<file path="src/rtl/opaddr_pkg.sv">
package opaddr_pkg;
   // address widths
   localparam int OFFSET_W = 16;
   localparam int PHYS_W = 20;
   localparam int SEG_SHIFT = 4;
   // register file indices of the internal word registers
   localparam logic [2:0] IDX_GENERAL_BASE = 3'h0;
   localparam logic [2:0] IDX_STACK_BASE = 3'h1;
   localparam logic [2:0] IDX_SRC_INDEX = 3'h2;
   localparam logic [2:0] IDX_DEST_INDEX = 3'h3;
   localparam logic [2:0] IDX_PORT_INDEX = 3'h4;
   localparam int NUM_REGS = 5;
   // segment selects
   localparam logic [1:0] SEG_EXTRA = 2'h0;
   localparam logic [1:0] SEG_CODE = 2'h1;
   localparam logic [1:0] SEG_STACK = 2'h2;
   localparam logic [1:0] SEG_DATA = 2'h3;
   // value of every pointer register after reset
   localparam logic [15:0] REG_RESET = 16'h0000;
   // latency constant, not used by the logic; answers come two cycles after a request
   localparam int ADDR_LATENCY = 1;

   // addressing request kinds
   typedef enum logic [2:0]
   {
      MODE_DIRECT = 3'b000,       // displacement only
      MODE_BASED = 3'b001,        // base plus displacement
      MODE_INDEXED = 3'b010,      // index plus displacement
      MODE_BASED_INDEXED = 3'b011,
      MODE_STRING = 3'b100,       // implicit source and destination
      MODE_PORT_DIRECT = 3'b101,  // 8-bit immediate port
      MODE_PORT_INDIRECT = 3'b110 // port from port index register
   } addr_mode_t;
endpackage

</file>
<file path="src/rtl/pointer_regfile.sv">
`timescale 1ns/1ns
`default_nettype none
// small pointer register file: two read ports, two write ports, registered reads
module pointer_regfile
   import opaddr_pkg::*;
#(
   parameter int WIDTH = 16,
   parameter int DEPTH = 5
)
(
   input wire logic clk,
   input wire logic srst,
   input wire logic [2:0] rd_a_sel,
   input wire logic [2:0] rd_b_sel,
   output logic [WIDTH-1:0] rd_a_data,
   output logic [WIDTH-1:0] rd_b_data,
   input wire logic wr_a_en,
   input wire logic [2:0] wr_a_sel,
   input wire logic [WIDTH-1:0] wr_a_data,
   input wire logic wr_b_en,
   input wire logic [2:0] wr_b_sel,
   input wire logic [WIDTH-1:0] wr_b_data
);
   logic [WIDTH-1:0] mem_reg [DEPTH];  // stored words
   logic [WIDTH-1:0] mem_next [DEPTH]; // next stored words
   logic [WIDTH-1:0] rd_a_next;        // read port a next
   logic [WIDTH-1:0] rd_b_next;        // read port b next

   // writes; port b wins a collision since it carries the string step
   always_comb
   begin
      for (int i = 0; i < DEPTH; i++)
      begin
         mem_next[i] = mem_reg[i];
         if (wr_a_en && (int'(wr_a_sel) == i))
            mem_next[i] = wr_a_data;
         if (wr_b_en && (int'(wr_b_sel) == i))
            mem_next[i] = wr_b_data;
      end
      // out-of-range select reads zero
      rd_a_next = (int'(rd_a_sel) < DEPTH) ? mem_reg[rd_a_sel] : '0;
      rd_b_next = (int'(rd_b_sel) < DEPTH) ? mem_reg[rd_b_sel] : '0;
   end

   // register storage and read data
   always_ff @(posedge clk)
   begin
      if (srst)
      begin
         for (int i = 0; i < DEPTH; i++)
            mem_reg[i] <= WIDTH'(REG_RESET);
         rd_a_data <= '0;
         rd_b_data <= '0;
      end
      else
      begin
         mem_reg <= mem_next;
         rd_a_data <= rd_a_next;
         rd_b_data <= rd_b_next;
      end
   end
endmodule
`default_nettype wire

</file>
<file path="src/rtl/operand_address_generator.sv">
`timescale 1ns/1ns
`default_nettype none
// Contract
// RL1: based indexed: base plus index plus displacement
// RL2: strings use source and destination index implicitly
// RL3: repeated strings step both index registers
// RL4: direct port number from 8-bit immediate
// RL5: indirect port number from port index register
// RL6: memory-mapped ports reachable by every memory mode
// RL7: physical address is shifted segment plus offset
// RL8: offset is unsigned 16-bit byte distance
// RL9: stack base pointer selects stack segment
// RL10: offset sums wrap modulo 2^16
module operand_address_generator
   import opaddr_pkg::*;
(
   // clock and reset
   input wire logic CLOCK,
   input wire logic SRST,
   // address request
   input wire logic REQ_VALID,
   input wire logic [2:0] REQ_MODE,
   input wire logic REQ_BASE_IS_STACK,
   input wire logic REQ_INDEX_IS_DEST,
   input wire logic [15:0] REQ_DISP,
   input wire logic REQ_OVERRIDE,
   input wire logic [1:0] REQ_OVERRIDE_SEG,
   input wire logic REQ_STEP,
   input wire logic REQ_WORD,
   input wire logic REQ_DOWN,
   // pointer register writes from the execution side
   input wire logic REG_WR_EN,
   input wire logic [2:0] REG_WR_SEL,
   input wire logic [15:0] REG_WR_DATA,
   // segment register values
   input wire logic [15:0] SEG_EXTRA_VAL,
   input wire logic [15:0] SEG_CODE_VAL,
   input wire logic [15:0] SEG_STACK_VAL,
   input wire logic [15:0] SEG_DATA_VAL,
   // answer to the bus interface
   output logic ADDR_VALID,
   output logic ADDR_IS_IO,
   output logic [15:0] OPERAND_OFFSET,
   output logic [19:0] PHYS_ADDR,
   output logic [15:0] DEST_OFFSET,
   output logic [19:0] DEST_PHYS_ADDR,
   output logic [1:0] SEG_USED
);
   // pipeline of the request while the register file reads
   logic req_valid_reg;
   logic [2:0] mode_reg;
   logic base_stack_reg;
   logic [15:0] disp_reg;
   logic override_reg;
   logic [1:0] override_seg_reg;
   logic [15:0] seg_e_reg, seg_c_reg, seg_s_reg, seg_d_reg; // sampled segments
   logic [2:0] mode_next;
   // register file ports
   logic [2:0] rd_a_sel, rd_b_sel;
   logic [15:0] rd_a_data, rd_b_data;
   logic step_en;
   logic [15:0] step_amt; // element size of the pending step
   // answer registers
   logic addr_valid_reg, addr_valid_next;
   logic addr_io_reg, addr_io_next;
   logic [15:0] offset_reg, offset_next;
   logic [19:0] phys_reg, phys_next;
   logic [15:0] dest_off_reg, dest_off_next;
   logic [19:0] dest_phys_reg, dest_phys_next;
   logic [1:0] seg_used_reg, seg_used_next;

   // shifted segment plus offset, carry beyond 20 bits dropped
   function automatic logic [19:0] phys_of(input logic [15:0] seg, input logic [15:0] off);
      phys_of = 20'({seg, 4'h0}) + 20'(off); // RL7
   endfunction

   // pick a sampled segment value
   function automatic logic [15:0] seg_val(input logic [1:0] sel,
      input logic [15:0] e, input logic [15:0] c, input logic [15:0] s, input logic [15:0] d);
      case (sel)
         SEG_EXTRA: seg_val = e;
         SEG_CODE: seg_val = c;
         SEG_STACK: seg_val = s;
         default: seg_val = d;
      endcase
   endfunction

   // read selects: strings read both index registers, indirect ports the port index
   always_comb
   begin
      rd_a_sel = REQ_BASE_IS_STACK ? IDX_STACK_BASE : IDX_GENERAL_BASE;
      rd_b_sel = REQ_INDEX_IS_DEST ? IDX_DEST_INDEX : IDX_SRC_INDEX;
      mode_next = REQ_VALID ? REQ_MODE : 3'h0;
      case (addr_mode_t'(REQ_MODE))
         MODE_STRING:
         begin
            rd_a_sel = IDX_SRC_INDEX; // RL2
            rd_b_sel = IDX_DEST_INDEX; // RL2
         end
         MODE_PORT_INDIRECT:
            rd_a_sel = IDX_PORT_INDEX; // RL5
         default:
         begin
         end
      endcase
   end

   // string stepping: one element (byte or word) per accepted step, up or down
   always_comb
   begin
      step_en = REQ_VALID && (addr_mode_t'(REQ_MODE) == MODE_STRING) && REQ_STEP;
   end

   // step is applied one cycle later using the read data of that request;
   // size and direction are registered so a following request cannot bend it
   logic step_pend_reg;
   logic word_reg, down_reg;
   logic [15:0] src_new, dst_new;
   always_comb
   begin
      step_amt = word_reg ? 16'h0002 : 16'h0001;
      src_new = down_reg ? rd_a_data - step_amt : rd_a_data + step_amt; // RL3 RL10
      dst_new = down_reg ? rd_b_data - step_amt : rd_b_data + step_amt; // RL3 RL10
   end

   pointer_regfile #(.WIDTH(OFFSET_W), .DEPTH(NUM_REGS)) u_regs
   (
      .clk(CLOCK),
      .srst(SRST),
      .rd_a_sel(rd_a_sel),
      .rd_b_sel(rd_b_sel),
      .rd_a_data(rd_a_data),
      .rd_b_data(rd_b_data),
      .wr_a_en(step_pend_reg || REG_WR_EN),
      .wr_a_sel(step_pend_reg ? IDX_SRC_INDEX : REG_WR_SEL),
      .wr_a_data(step_pend_reg ? src_new : REG_WR_DATA),
      .wr_b_en(step_pend_reg),
      .wr_b_sel(IDX_DEST_INDEX),
      .wr_b_data(dst_new)
   );

   // offset and address formation from the read data
   always_comb
   begin
      logic [1:0] seg_def;
      logic [1:0] seg_sel;
      seg_def = SEG_DATA;
      seg_sel = SEG_DATA;
      addr_valid_next = req_valid_reg;
      addr_io_next = 1'b0;
      offset_next = disp_reg;
      dest_off_next = 16'h0000;
      case (addr_mode_t'(mode_reg))
         MODE_DIRECT:
            offset_next = disp_reg; // RL6 RL8
         MODE_BASED:
         begin
            offset_next = rd_a_data + disp_reg; // RL10
            if (base_stack_reg)
               seg_def = SEG_STACK; // RL9
         end
         MODE_INDEXED:
            offset_next = rd_b_data + disp_reg; // RL10
         MODE_BASED_INDEXED:
         begin
            offset_next = rd_a_data + rd_b_data + disp_reg; // RL1 RL10
            if (base_stack_reg)
               seg_def = SEG_STACK; // RL9
         end
         MODE_STRING:
         begin
            offset_next = rd_a_data; // RL2
            dest_off_next = rd_b_data; // RL2
         end
         MODE_PORT_DIRECT:
         begin
            addr_io_next = 1'b1;
            offset_next = {8'h00, disp_reg[7:0]}; // RL4
         end
         MODE_PORT_INDIRECT:
         begin
            addr_io_next = 1'b1;
            offset_next = rd_a_data; // RL5
         end
         default:
            addr_valid_next = 1'b0; // unknown mode gives no answer
      endcase
      // override applies to the source; string destination is fixed extra
      seg_sel = override_reg ? override_seg_reg : seg_def; // RL9
      seg_used_next = seg_sel;
      phys_next = addr_io_next ? 20'({4'h0, offset_next})
         : phys_of(seg_val(seg_sel, seg_e_reg, seg_c_reg, seg_s_reg, seg_d_reg),
                   offset_next); // RL7
      dest_phys_next = phys_of(seg_e_reg, dest_off_next); // RL7
   end

   // request pipeline and answer registers
   always_ff @(posedge CLOCK)
   begin
      if (SRST)
      begin
         req_valid_reg <= 1'b0;
         mode_reg <= 3'h0;
         base_stack_reg <= 1'b0;
         disp_reg <= 16'h0000;
         override_reg <= 1'b0;
         override_seg_reg <= 2'h0;
         seg_e_reg <= 16'h0000;
         seg_c_reg <= 16'h0000;
         seg_s_reg <= 16'h0000;
         seg_d_reg <= 16'h0000;
         step_pend_reg <= 1'b0;
         word_reg <= 1'b0;
         down_reg <= 1'b0;
         addr_valid_reg <= 1'b0;
         addr_io_reg <= 1'b0;
         offset_reg <= 16'h0000;
         phys_reg <= 20'h00000;
         dest_off_reg <= 16'h0000;
         dest_phys_reg <= 20'h00000;
         seg_used_reg <= 2'h0;
      end
      else
      begin
         req_valid_reg <= REQ_VALID;
         mode_reg <= mode_next;
         base_stack_reg <= REQ_BASE_IS_STACK;
         disp_reg <= REQ_DISP;
         override_reg <= REQ_OVERRIDE;
         override_seg_reg <= REQ_OVERRIDE_SEG;
         seg_e_reg <= SEG_EXTRA_VAL;
         seg_c_reg <= SEG_CODE_VAL;
         seg_s_reg <= SEG_STACK_VAL;
         seg_d_reg <= SEG_DATA_VAL;
         step_pend_reg <= step_en; // RL3
         word_reg <= REQ_WORD;
         down_reg <= REQ_DOWN;
         addr_valid_reg <= addr_valid_next;
         addr_io_reg <= addr_io_next;
         offset_reg <= offset_next;
         phys_reg <= phys_next;
         dest_off_reg <= dest_off_next;
         dest_phys_reg <= dest_phys_next;
         seg_used_reg <= seg_used_next;
      end
   end

   // all outputs straight from flip-flops
   assign ADDR_VALID = addr_valid_reg;
   assign ADDR_IS_IO = addr_io_reg;
   assign OPERAND_OFFSET = offset_reg;
   assign PHYS_ADDR = phys_reg;
   assign DEST_OFFSET = dest_off_reg;
   assign DEST_PHYS_ADDR = dest_phys_reg;
   assign SEG_USED = seg_used_reg;
endmodule
`default_nettype wire

</file>
<file path="config.mk">
export PLATFORM = sky130hd
export DESIGN_NAME = operand_address_generator
export DESIGN_NICKNAME = d
export VERILOG_FILES = /design/src/rtl/opaddr_pkg.sv /design/src/rtl/pointer_regfile.sv /design/src/rtl/operand_address_generator.sv
export SDC_FILE = /design/constraint.sdc
export NUM_CORES = 1
export LEC_CHECK = 0
export BUFFER_PORTS_ARGS = -buffer_cell sky130_fd_sc_hd__clkbuf_2
export CAP_MARGIN = 0
export CORE_ASPECT_RATIO = 1.2
export CORE_MARGIN = 5
export CORE_UTILIZATION = 47
export CTS_BUF_LIST = sky130_fd_sc_hd__clkbuf_4 sky130_fd_sc_hd__clkbuf_8 sky130_fd_sc_hd__clkbuf_16
export DETAILED_ROUTE_END_ITERATION = 10
export GPL_TIMING_DRIVEN = 1
export PLACE_DENSITY_LB_ADDON = 0.12
export RECOVER_POWER = 100
export SLEW_MARGIN = 40
export SYNTH_ARGS = -nofsm -noshare
export SYNTH_HDL_FRONTEND = slang
export SYNTH_SLANG_ARGS = --single-unit
export TNS_END_PERCENT = 30
</file>
<file path="constraint.sdc">
create_clock -name CLOCK -period 4.77 [get_ports CLOCK]
set_input_delay 0.7155 -clock CLOCK [delete_from_list [all_inputs] [get_ports CLOCK]]
set_output_delay 0.7155 -clock CLOCK [all_outputs]
set_load 0.005 [all_outputs]
</file>
==> flow_summary.yaml, run 1 <==
outcome:
  outcome: "finished with violations"
  violations: "capacitance limit, slew limit"
final_layout:
  synthToLayoutAreaGrowth_pct: 15.82
  final_common_cell: "dfxtp_1"
  finish.utilization_pct: 55.42
  final_cell_mix: "dfxtp_1 (267), clkbuf_2 (187), nor2b_1 (134), nand2_1 (125), nor2_1 (122)"
  largest_reg_flops: 80
  fin_area_um2: 16990
  n_antenna_cell: 0
  drive_above_1_share_pct: 19.38
  layout.cells.non_filler: 2176
  nNetsFinal: 1981
synthesis:
  ys_seq_area_share_pct: 36.99
  synth_edf_count: 0
  ys_warn_count: 0
  avgSynthCellArea_um2: 9.224
  netlist-cell-type-count: 85
  synth.top_cells.by_area: "dfxtp_1 (37%), ha_1 (7.3%), nor2b_1 (5.8%)"
  syn-num-nets: 1810
  ys_async_sr_fraction_pct: 0
  synth_top_cell_by_area: "dfxtp_1"
  postSynthCellCount: 1590
  ys_ff_latch: 271
  synth_top_area_share_pct: 36.99
  synth_flop_cell: "dfxtp_1"
  syn_area_um2: 14670
floorplanning:
  die_w_um: 171.3
  initial_core_util_pct: 47.84
  pin_count: 190
  num_rows: 70
  die_h_um: 203.5
  die-area_um2: 34850
  coreArea_um2: 30650
clocking:
  cts.sinks: 271
  cts_htree_levels: 1
  holdBufCountCts: 0
  clk_pin_slew_worst_paths_ps: 60
  clock_path_buffers: 3
  numCtsBuffers: 28
  clock_latency_ps: 570
  root_buffer: "clkbuf_16"
  cts_tree: "yes"
critical_path:
  crit_required_ps: 5240
  arrival_ps: 4920
  crit_path_start_kind: "register"
  r2r_cells: 20
  timing_worst_setup_path_type: "reg2reg"
  endpoint_kind: "register"
  crit_fanout: 8
global_routing:
  grt_usage_pct: 23.99
  grt_pass1_vias: 12013
  grt_pass1_wl_mm: 66.53
  grt.overflow.total: 0
  grt_max_degree: 124
  antenna_found_initial: 1
power:
  p_total_uw: 5489
  leakagePower_uw: 0.007689
  ir_worst_vdd_v: 0.0003038
  power_density_nw_per_um2: 323.1
sta:
  worst_slew_pin_slew_ps: 2512
  setup_viol: 0
  skew_ps: 15.64
  finalCritPeriodShare_pct: 93.44
  hold_violations: 0
  maxSlewHeadroom_pct: -67.48
  maxSlewViolCount: 62
  period_minus_slack_ps: 4457
  rsz0062_at_grt: "true"
  worst_hold_slack_ps: 354.4
  clock.fmax_ghz: 0.2244
route:
  vias: 12215
  routedWlPerCell_um: 19.57
  routed_wl_mm: 42.58
  initialDrtViolationCount: 696
  viasPerCell: 5.614
  drc: 0
  drtAntennaViolNets: 0
  first_pass_iters: 5
worst_hold_path:
  hp-class: "in2reg"
  hold-path-cell-count: 2
placed_design:
  post-dp-hpwl_mm: 32.40
  place_area_um2: 16040
  io_buffers: 189
  post-place-cells: 2126
  globalplace.congestion: 0.9276
flow_run:
  timing.max_cap.violations: 1
[metrics by stage]
step           setup slack [ps]  setup TNS (ps)
6_report                  313.1               0
5_1_grt                  -30.78          -39.67
4_1_cts                   182.2               0
3_5_place_dp              187.3               0
3_3_place_gp              309.6               0
2_1_floorplan             273.7               0
[layer usage]
metal	GRT usage, %	share of wire [%]	up-vias
li1	-	-	6019
met1	31.31	43	5803
met2	40.33	48	307
met3	2.792	4.8	84
met4	9.793	4.3	2
met5	0	0.033	-
[worst max-delay path, cell delays in order, from the launching register on]
cell	delay, ps
dfxtp_1	340
inv_2	40
and3_2	300
nand2_1	90
o21ai_0	80
ha_1	220
fa_1	450
nand3_1	130
a31oi_1	190
o41ai_4	350
nand2b_1	100
a211oi_1	280
a211o_1	180
nand2_1	60
ha_1	310
o21ai_0	120
a21oi_1	260
nand3_1	150
a31oi_1	340
a21oi_1	130
a31o_2	220
[cells by family (layout without fill, tap and decap cells)]
kind of cell	count (synthesis)	in the layout	synth area share, %
AND/OR/NAND/NOR	570	570	20.04
AO/OA/AOI/OAI	359	359	17.09
flip-flops	271	271	36.99
buffers and inverters	122	312	3.472
multiplexers	112	112	9.307
adder cells (fa/ha/maj)	106	106	10.12
XOR/XNOR	50	50	2.986
[layout make-up]
| type | count | area, um^2 |
|---|---|---|
| flip-flops and latches | 271 | 5430 |
| multi-input cells | 1197 | 8753 |
| repair buffers | 223 | 1199 |
| inverters | 40 | 151.4 |
| clock inverters | 7 | 96.34 |
| fillers | 2855 | 13670 |
| clock buffers | 42 | 862.1 |
| well taps | 396 | 495.5 |
[cells in the mapped netlist (all sizes together), types with 16 or more instances]
master / count
buf: 31
a211oi: 81
mux2i: 71
nor2b: 135
nor3: 33
inv: 37
nand3: 20
mux2: 25
xor2: 20
nand2: 126
mux4: 16
a21o: 24
o21ai: 45
dfxtp: 271
nor2: 122
and3: 17
xnor2: 30
or3: 22
fa: 21
nand2b: 17
ha: 85
and2: 36
a21oi: 100
clkbuf: 51
[final timing paths]
path | startpoint | slack (ps) | endpoint
worst min-delay path | SEG_DATA_VAL[9] | 350 | seg_d_reg[9]
worst max register to register | mode_reg[0] | 310 | PHYS_ADDR[17]
worst max-delay path | mode_reg[0] | 310 | PHYS_ADDR[17]
worst min register to register | u_regs.mem_reg[68] | 450 | u_regs.mem_reg[68]
[where the power goes]
part	total (uW)	switching (uW)	internal [uW]	leakage [uW]
Clock	2250	905	1350	0.000484
Combinational	800	447	353	0.00498
Sequential	2440	68.2	2370	0.00223
Total	5490	1420	4070	0.00769
[what timing repair did]
action / CTS / global route
gates resized for setup: 0 / 6
buffers inserted: 0 / 1
endpoints found under the setup margin: 0 / 7
(Power assumes the default switching activity.)
==> run 2: changes to the inputs <==
Settings changed: CTS_BUF_LIST sky130_fd_sc_hd__clkbuf_4 sky130_fd_sc_hd__clkbuf_8 sky130_fd_sc_hd__clkbuf_16 to default.
Clock period 4.77 ns to 4 ns, I/O delays scaled along.
==> run 2 against run 1 <==
Net effect: the flow finishes with violations (capacitance limit, slew limit, setup timing); die area did not move; global-route usage rose by 0.77 points; combinational power up 42%; clock power increased by 34%; critical path type unchanged; critical path depth shrank 1; via count is 3.2% higher; wire length increased by 3.7%; worst setup slack got worse by 520 ps.
==> flow_summary.yaml, run 2 (same netlist as run 1, synthesis figures left out) <==
sta:
  hold_violations: 0
  setup_viol: 10
  maxSlewViolCount: 190
  rsz0062_at_grt: "true"
  tns_ps: -919.3
  skew_ps: 12.64
  period_minus_slack_ps: 4211
  worst_hold_slack_ps: 235.9
  clock.fmax_ghz: 0.2375
  maxSlewHeadroom_pct: -38.26
  setup_ws_ps: -210.7
  finalCritPeriodShare_pct: 105.3
  worst_slew_pin_slew_ps: 2074
clocking:
  clk_pin_slew_worst_paths_ps: 60
  clock_path_buffers: 3
  holdBufCountCts: 0
  cts_tree: "yes"
  cts_htree_levels: 1
  numCtsBuffers: 30
  root_buffer: "clkbuf_16"
  clock_latency_ps: 570
  cts.sinks: 271
global_routing:
  grt.overflow.total: 0
  antenna_found_initial: 0
  grt_usage_pct: 24.76
  grt_pass1_wl_mm: 68.71
  grt_pass1_vias: 12523
  grt_max_degree: 110
placed_design:
  place_area_um2: 16820
  io_buffers: 189
  globalplace.congestion: 0.9362
  post-dp-hpwl_mm: 33.52
route:
  routed_wl_mm: 44.15
  vias: 12606
  drtAntennaViolNets: 0
  first_pass_iters: 5
  drc: 0
  routedWlPerCell_um: 19.41
  viasPerCell: 5.541
  initialDrtViolationCount: 753
floorplanning:
  die-area_um2: 34850
  pin_count: 190
  coreArea_um2: 30650
  initial_core_util_pct: 47.84
  num_rows: 70
  die_w_um: 171.3
  die_h_um: 203.5
power:
  leakagePower_uw: 0.008076
  power_density_nw_per_um2: 388.3
  ir_worst_vdd_v: 0.0004241
final_layout:
  finish.utilization_pct: 59.20
  final_common_cell: "dfxtp_1"
  final_cell_mix: "dfxtp_1 (267), clkbuf_2 (152), nor2b_1 (134), nand2_1 (124), nor2_1 (120)"
  fin_area_um2: 18150
  nNetsFinal: 2077
  largest_reg_flops: 80
  n_antenna_cell: 0
  drive_above_1_share_pct: 24.43
  synthToLayoutAreaGrowth_pct: 23.73
critical_path:
  crit_fanout: 4
  crit_chain: "fa_1, ha_2, inv_2, fa_2, nor2b_2, o31a_1, a21oi_2, a221oi_2, a21oi_2, a21oi_2, inv_1, ha_1, a21o_1, a21oi_2, o2111ai_2, and3_4, o21ai_0, nor3b_2, o32ai_1"
  timing_worst_setup_path_type: "reg2reg"
  crit_required_ps: 4440
  worst_path_max_delay_cell: "fa_1"
  cp_num_buf_inv: 2
  path_common_cell: "a21oi_2"
  cp_top_family: "compound AO/OA/AOI/OAI gates"
  endpoint_kind: "register"
  arrival_ps: 4650
  crit_path_start_kind: "register"
  slowest_delay_ps: 540
flow_run:
  timing.max_cap.violations: 5
worst_hold_path:
  hp-class: "in2reg"
outcome:
  outcome: "finished with violations"
  violations: "capacitance limit, slew limit, setup timing"
-- run 2: path summary, 6_finish.rpt --
path,start,endpoint,slack [ps],depth (start not counted)
worst min register to register,u_regs.mem_reg[67],u_regs.mem_reg[67],450,2
worst max-delay path,u_regs.rd_a_data[1],PHYS_ADDR[13],-210,19
worst max register to register,u_regs.rd_a_data[1],PHYS_ADDR[13],-210,19
worst min-delay path,SEG_DATA_VAL[7],seg_d_reg[7],240,2
-- run 2: what timing repair did --
action / 4_1_cts / 5_1_grt
setup buffers: 6 / 6
resized for setup: 12 / 39
setup endpoints to repair: 12 / 12
cloned: 1 / 0
pin swaps: 18 / 29
-- run 2: layout make-up --
type                    count  area (um^2)
fillers                  2770        12510
clock inverters            13        209.0
well taps                 396        495.5
inverters                  40        157.7
repair buffers            316         1826
multi-input cells        1198         9135
flip-flops and latches    271         5433
clock buffers              41        892.1
-- run 2: metrics by stage --
step,power [uW],setup slack [ps],cells
floorplan,3599,-10.09,1590
finish,7047,-210.7,2275
detailed placement,4031,-238.0,2208
CTS,7069,-127.8,2269
global placement,4019,-161.7,2208
global route,7342,-406.8,2275
-- run 2: power breakdown --
| group | internal [uW] | switching, uW | total (uW) |
|---|---|---|---|
| registers | 2820 | 70.7 | 2890 |
| clock network | 1870 | 1140 | 3010 |
| logic | 533 | 607 | 1140 |
| total | 5230 | 1820 | 7050 |
-- run 2: layer usage --
metal	vias to the layer above	share of wire, %	GRT usage (%)
met1	6035	44	32.41
met2	298	48	41.60
met3	54	4.5	3.160
met5	-	0	0
li1	6219	-	-
met4	0	3.5	9.510
==> run 3: changes to the inputs <==
Settings changed: PLACE_DENSITY from default to 0.7, PLACE_DENSITY_LB_ADDON 0.12 to default, SLEW_MARGIN 40 to 20.
==> run 3 against run 2 <==
Net effect: non-clock buffer count down 11; hold slack worse by 7.8 ps; critical endpoint is now PHYS_ADDR[16]; largest cell class unchanged; power down 4.3%; the run still ends with capacitance limit, slew limit, setup timing left; largest power group is now sequential cells.
==> flow_summary.yaml, run 3 (same netlist as run 1, synthesis figures left out) <==
clocking:
  clock_latency_ps: 580
  clk_pin_slew_worst_paths_ps: 60
  root_buffer: "clkbuf_16"
  cts_tree: "yes"
  cts_htree_levels: 1
  clock_path_buffers: 3
  holdBufCountCts: 0
  numCtsBuffers: 29
  cts.sinks: 271
final_layout:
  largest_reg_flops: 80
  fillers: 2752
  drive_above_1_share_pct: 22.95
  final_common_cell: "dfxtp_1"
  seq_area_um2: 5431
  multi_input_area_um2: 9062
  nNetsFinal: 2064
  synthToLayoutAreaGrowth_pct: 21.91
  n_antenna_cell: 0
  fin_area_um2: 17880
  final_cell_mix: "dfxtp_1 (268), clkbuf_2 (153), nor2b_1 (134), nand2_1 (124), nor2_1 (121)"
floorplanning:
  die-area_um2: 34850
  coreArea_um2: 30650
  die_w_um: 171.3
  die_h_um: 203.5
  initial_core_util_pct: 47.84
  pin_count: 190
  num_rows: 70
critical_path:
  endpoint_kind: "register"
  worst_path_max_delay_cell: "fa_1"
  timing_worst_setup_path_type: "reg2reg"
  reg2reg_from: "u_regs.rd_a_data[1]"
  crit_fanout: 5
  crit_chain: "fa_1, ha_2, inv_2, fa_2, nor2b_2, o31a_1, buf_4, o31ai_4, a21boi_2, o2111a_1, a211oi_2, inv_1, ha_4, and2_1, o21a_1, o31a_1, o21a_1, nor3_2"
  slowest_delay_ps: 480
  arrival_ps: 4710
  startpoint: "u_regs.rd_a_data[1]"
  crit_end: "PHYS_ADDR[16]"
  crit_path_start_kind: "register"
  r2r-end: "PHYS_ADDR[16]"
  ff2ff_setup_slack_ps: -210
  crit_required_ps: 4500
  r2r_cells: 18
worst_hold_path:
  hp-class: "in2reg"
  holdCritStartpoint: "SEG_DATA_VAL[9]"
power:
  ir_worst_vdd_v: 0.0004624
  power_density_nw_per_um2: 377.1
  leakagePower_uw: 0.007974
sta:
  rsz0062_at_grt: "true"
  hold_violations: 0
  finalCritPeriodShare_pct: 105.2
  worst_slew_pin_slew_ps: 2617
  skew_ps: 22.99
  maxSlewViolCount: 223
  maxSlewHeadroom_pct: -74.46
  clock.fmax_ghz: 0.2377
  worst_hold_slack_ps: 228.1
  period_minus_slack_ps: 4207
  setup_ws_ps: -207.3
  setup_viol: 9
global_routing:
  grt_pass1_wl_mm: 65.94
  grt_usage_pct: 23.55
  grt_max_degree: 77
  antenna_found_initial: 1
  grt_pass1_vias: 12255
  grt.overflow.total: 0
route:
  routed_wl_mm: 42.30
  drc: 0
  vias: 12588
  top_layer: "met5"
  routedWlPerCell_um: 18.71
  initialDrtViolationCount: 809
  drtAntennaViolNets: 0
  first_pass_iters: 5
  viasPerCell: 5.567
  met3_length_mm: 2.070
  wl_met1_mm: 18.13
  met2_length_mm: 20.75
flow_run:
  timing.max_cap.violations: 5
placed_design:
  post-dp-hpwl_mm: 32.43
  post-place-ws_ps: -280.4
  globalplace.congestion: 0.9638
  io_buffers: 189
  place_area_um2: 16740
outcome:
  violations: "capacitance limit, slew limit, setup timing"
  outcome: "finished with violations"
## run 3: final cells by class
cell class	count	share of cell area, %
Clock buffer	36	4.430
Clock inverter	16	1.071
Inverter	40	0.8817
Multi-Input combinational cell	1197	50.69
Sequential cell	271	30.38
Tap cell	396	2.771
Timing Repair Buffer	305	9.783
## run 3: report_power, final
part	total (uW)	leakage (uW)	internal, uW	switching (uW)
clock	2750	0.000475	1610	1140
combinational	1100	0.00527	511	587
sequential	2900	0.00222	2820	72.1
total	6740	0.00797	4940	1800
## run 3: what timing repair did
action	4_1_cts	5_1_grt
buffers inserted	6	5
pin swaps	13	12
setup endpoints to repair	12	12
resized for setup	18	20
cloned	0	0
## run 3: worst min path at each step
stage,slack (ps),cells after the start,end
after CTS,200,2,seg_d_reg[9]
after detailed placement,440,2,u_regs.mem_reg[65]
after global placement,440,2,u_regs.mem_reg[66]
after global routing,220,2,seg_s_reg[8]
final,230,2,seg_d_reg[9]
after floorplan,410,2,ADDR_VALID
## run 3: per-layer routing
metal | vias up | GRT usage, %
met4 | 2 | 8.322
li1 | 6201 | -
met3 | 68 | 2.734
met1 | 5984 | 30.96
met5 | - | 0
met2 | 333 | 39.96
## run 3: critical path, delay by kind of cell (launching register included)
family,cells,cell delay (ps)
compound gates,8,2000
fa+ha+maj,4,1130
simple gates,3,340
flops,1,330
buf+inv,3,330
## run 3: per-stage QoR
stage               util [%]  total power (uW)  TNS, ps  std cells
floorplan                  -              3599   -17.43       1590
global placement       54.60              3986   -442.0       2198
detailed placement     54.60              4005    -1429       2198
CTS                    58.22              6795   -370.9       2256
global route           58.33              7035    -3151       2261
finish                 58.33              6743    -1182       2261
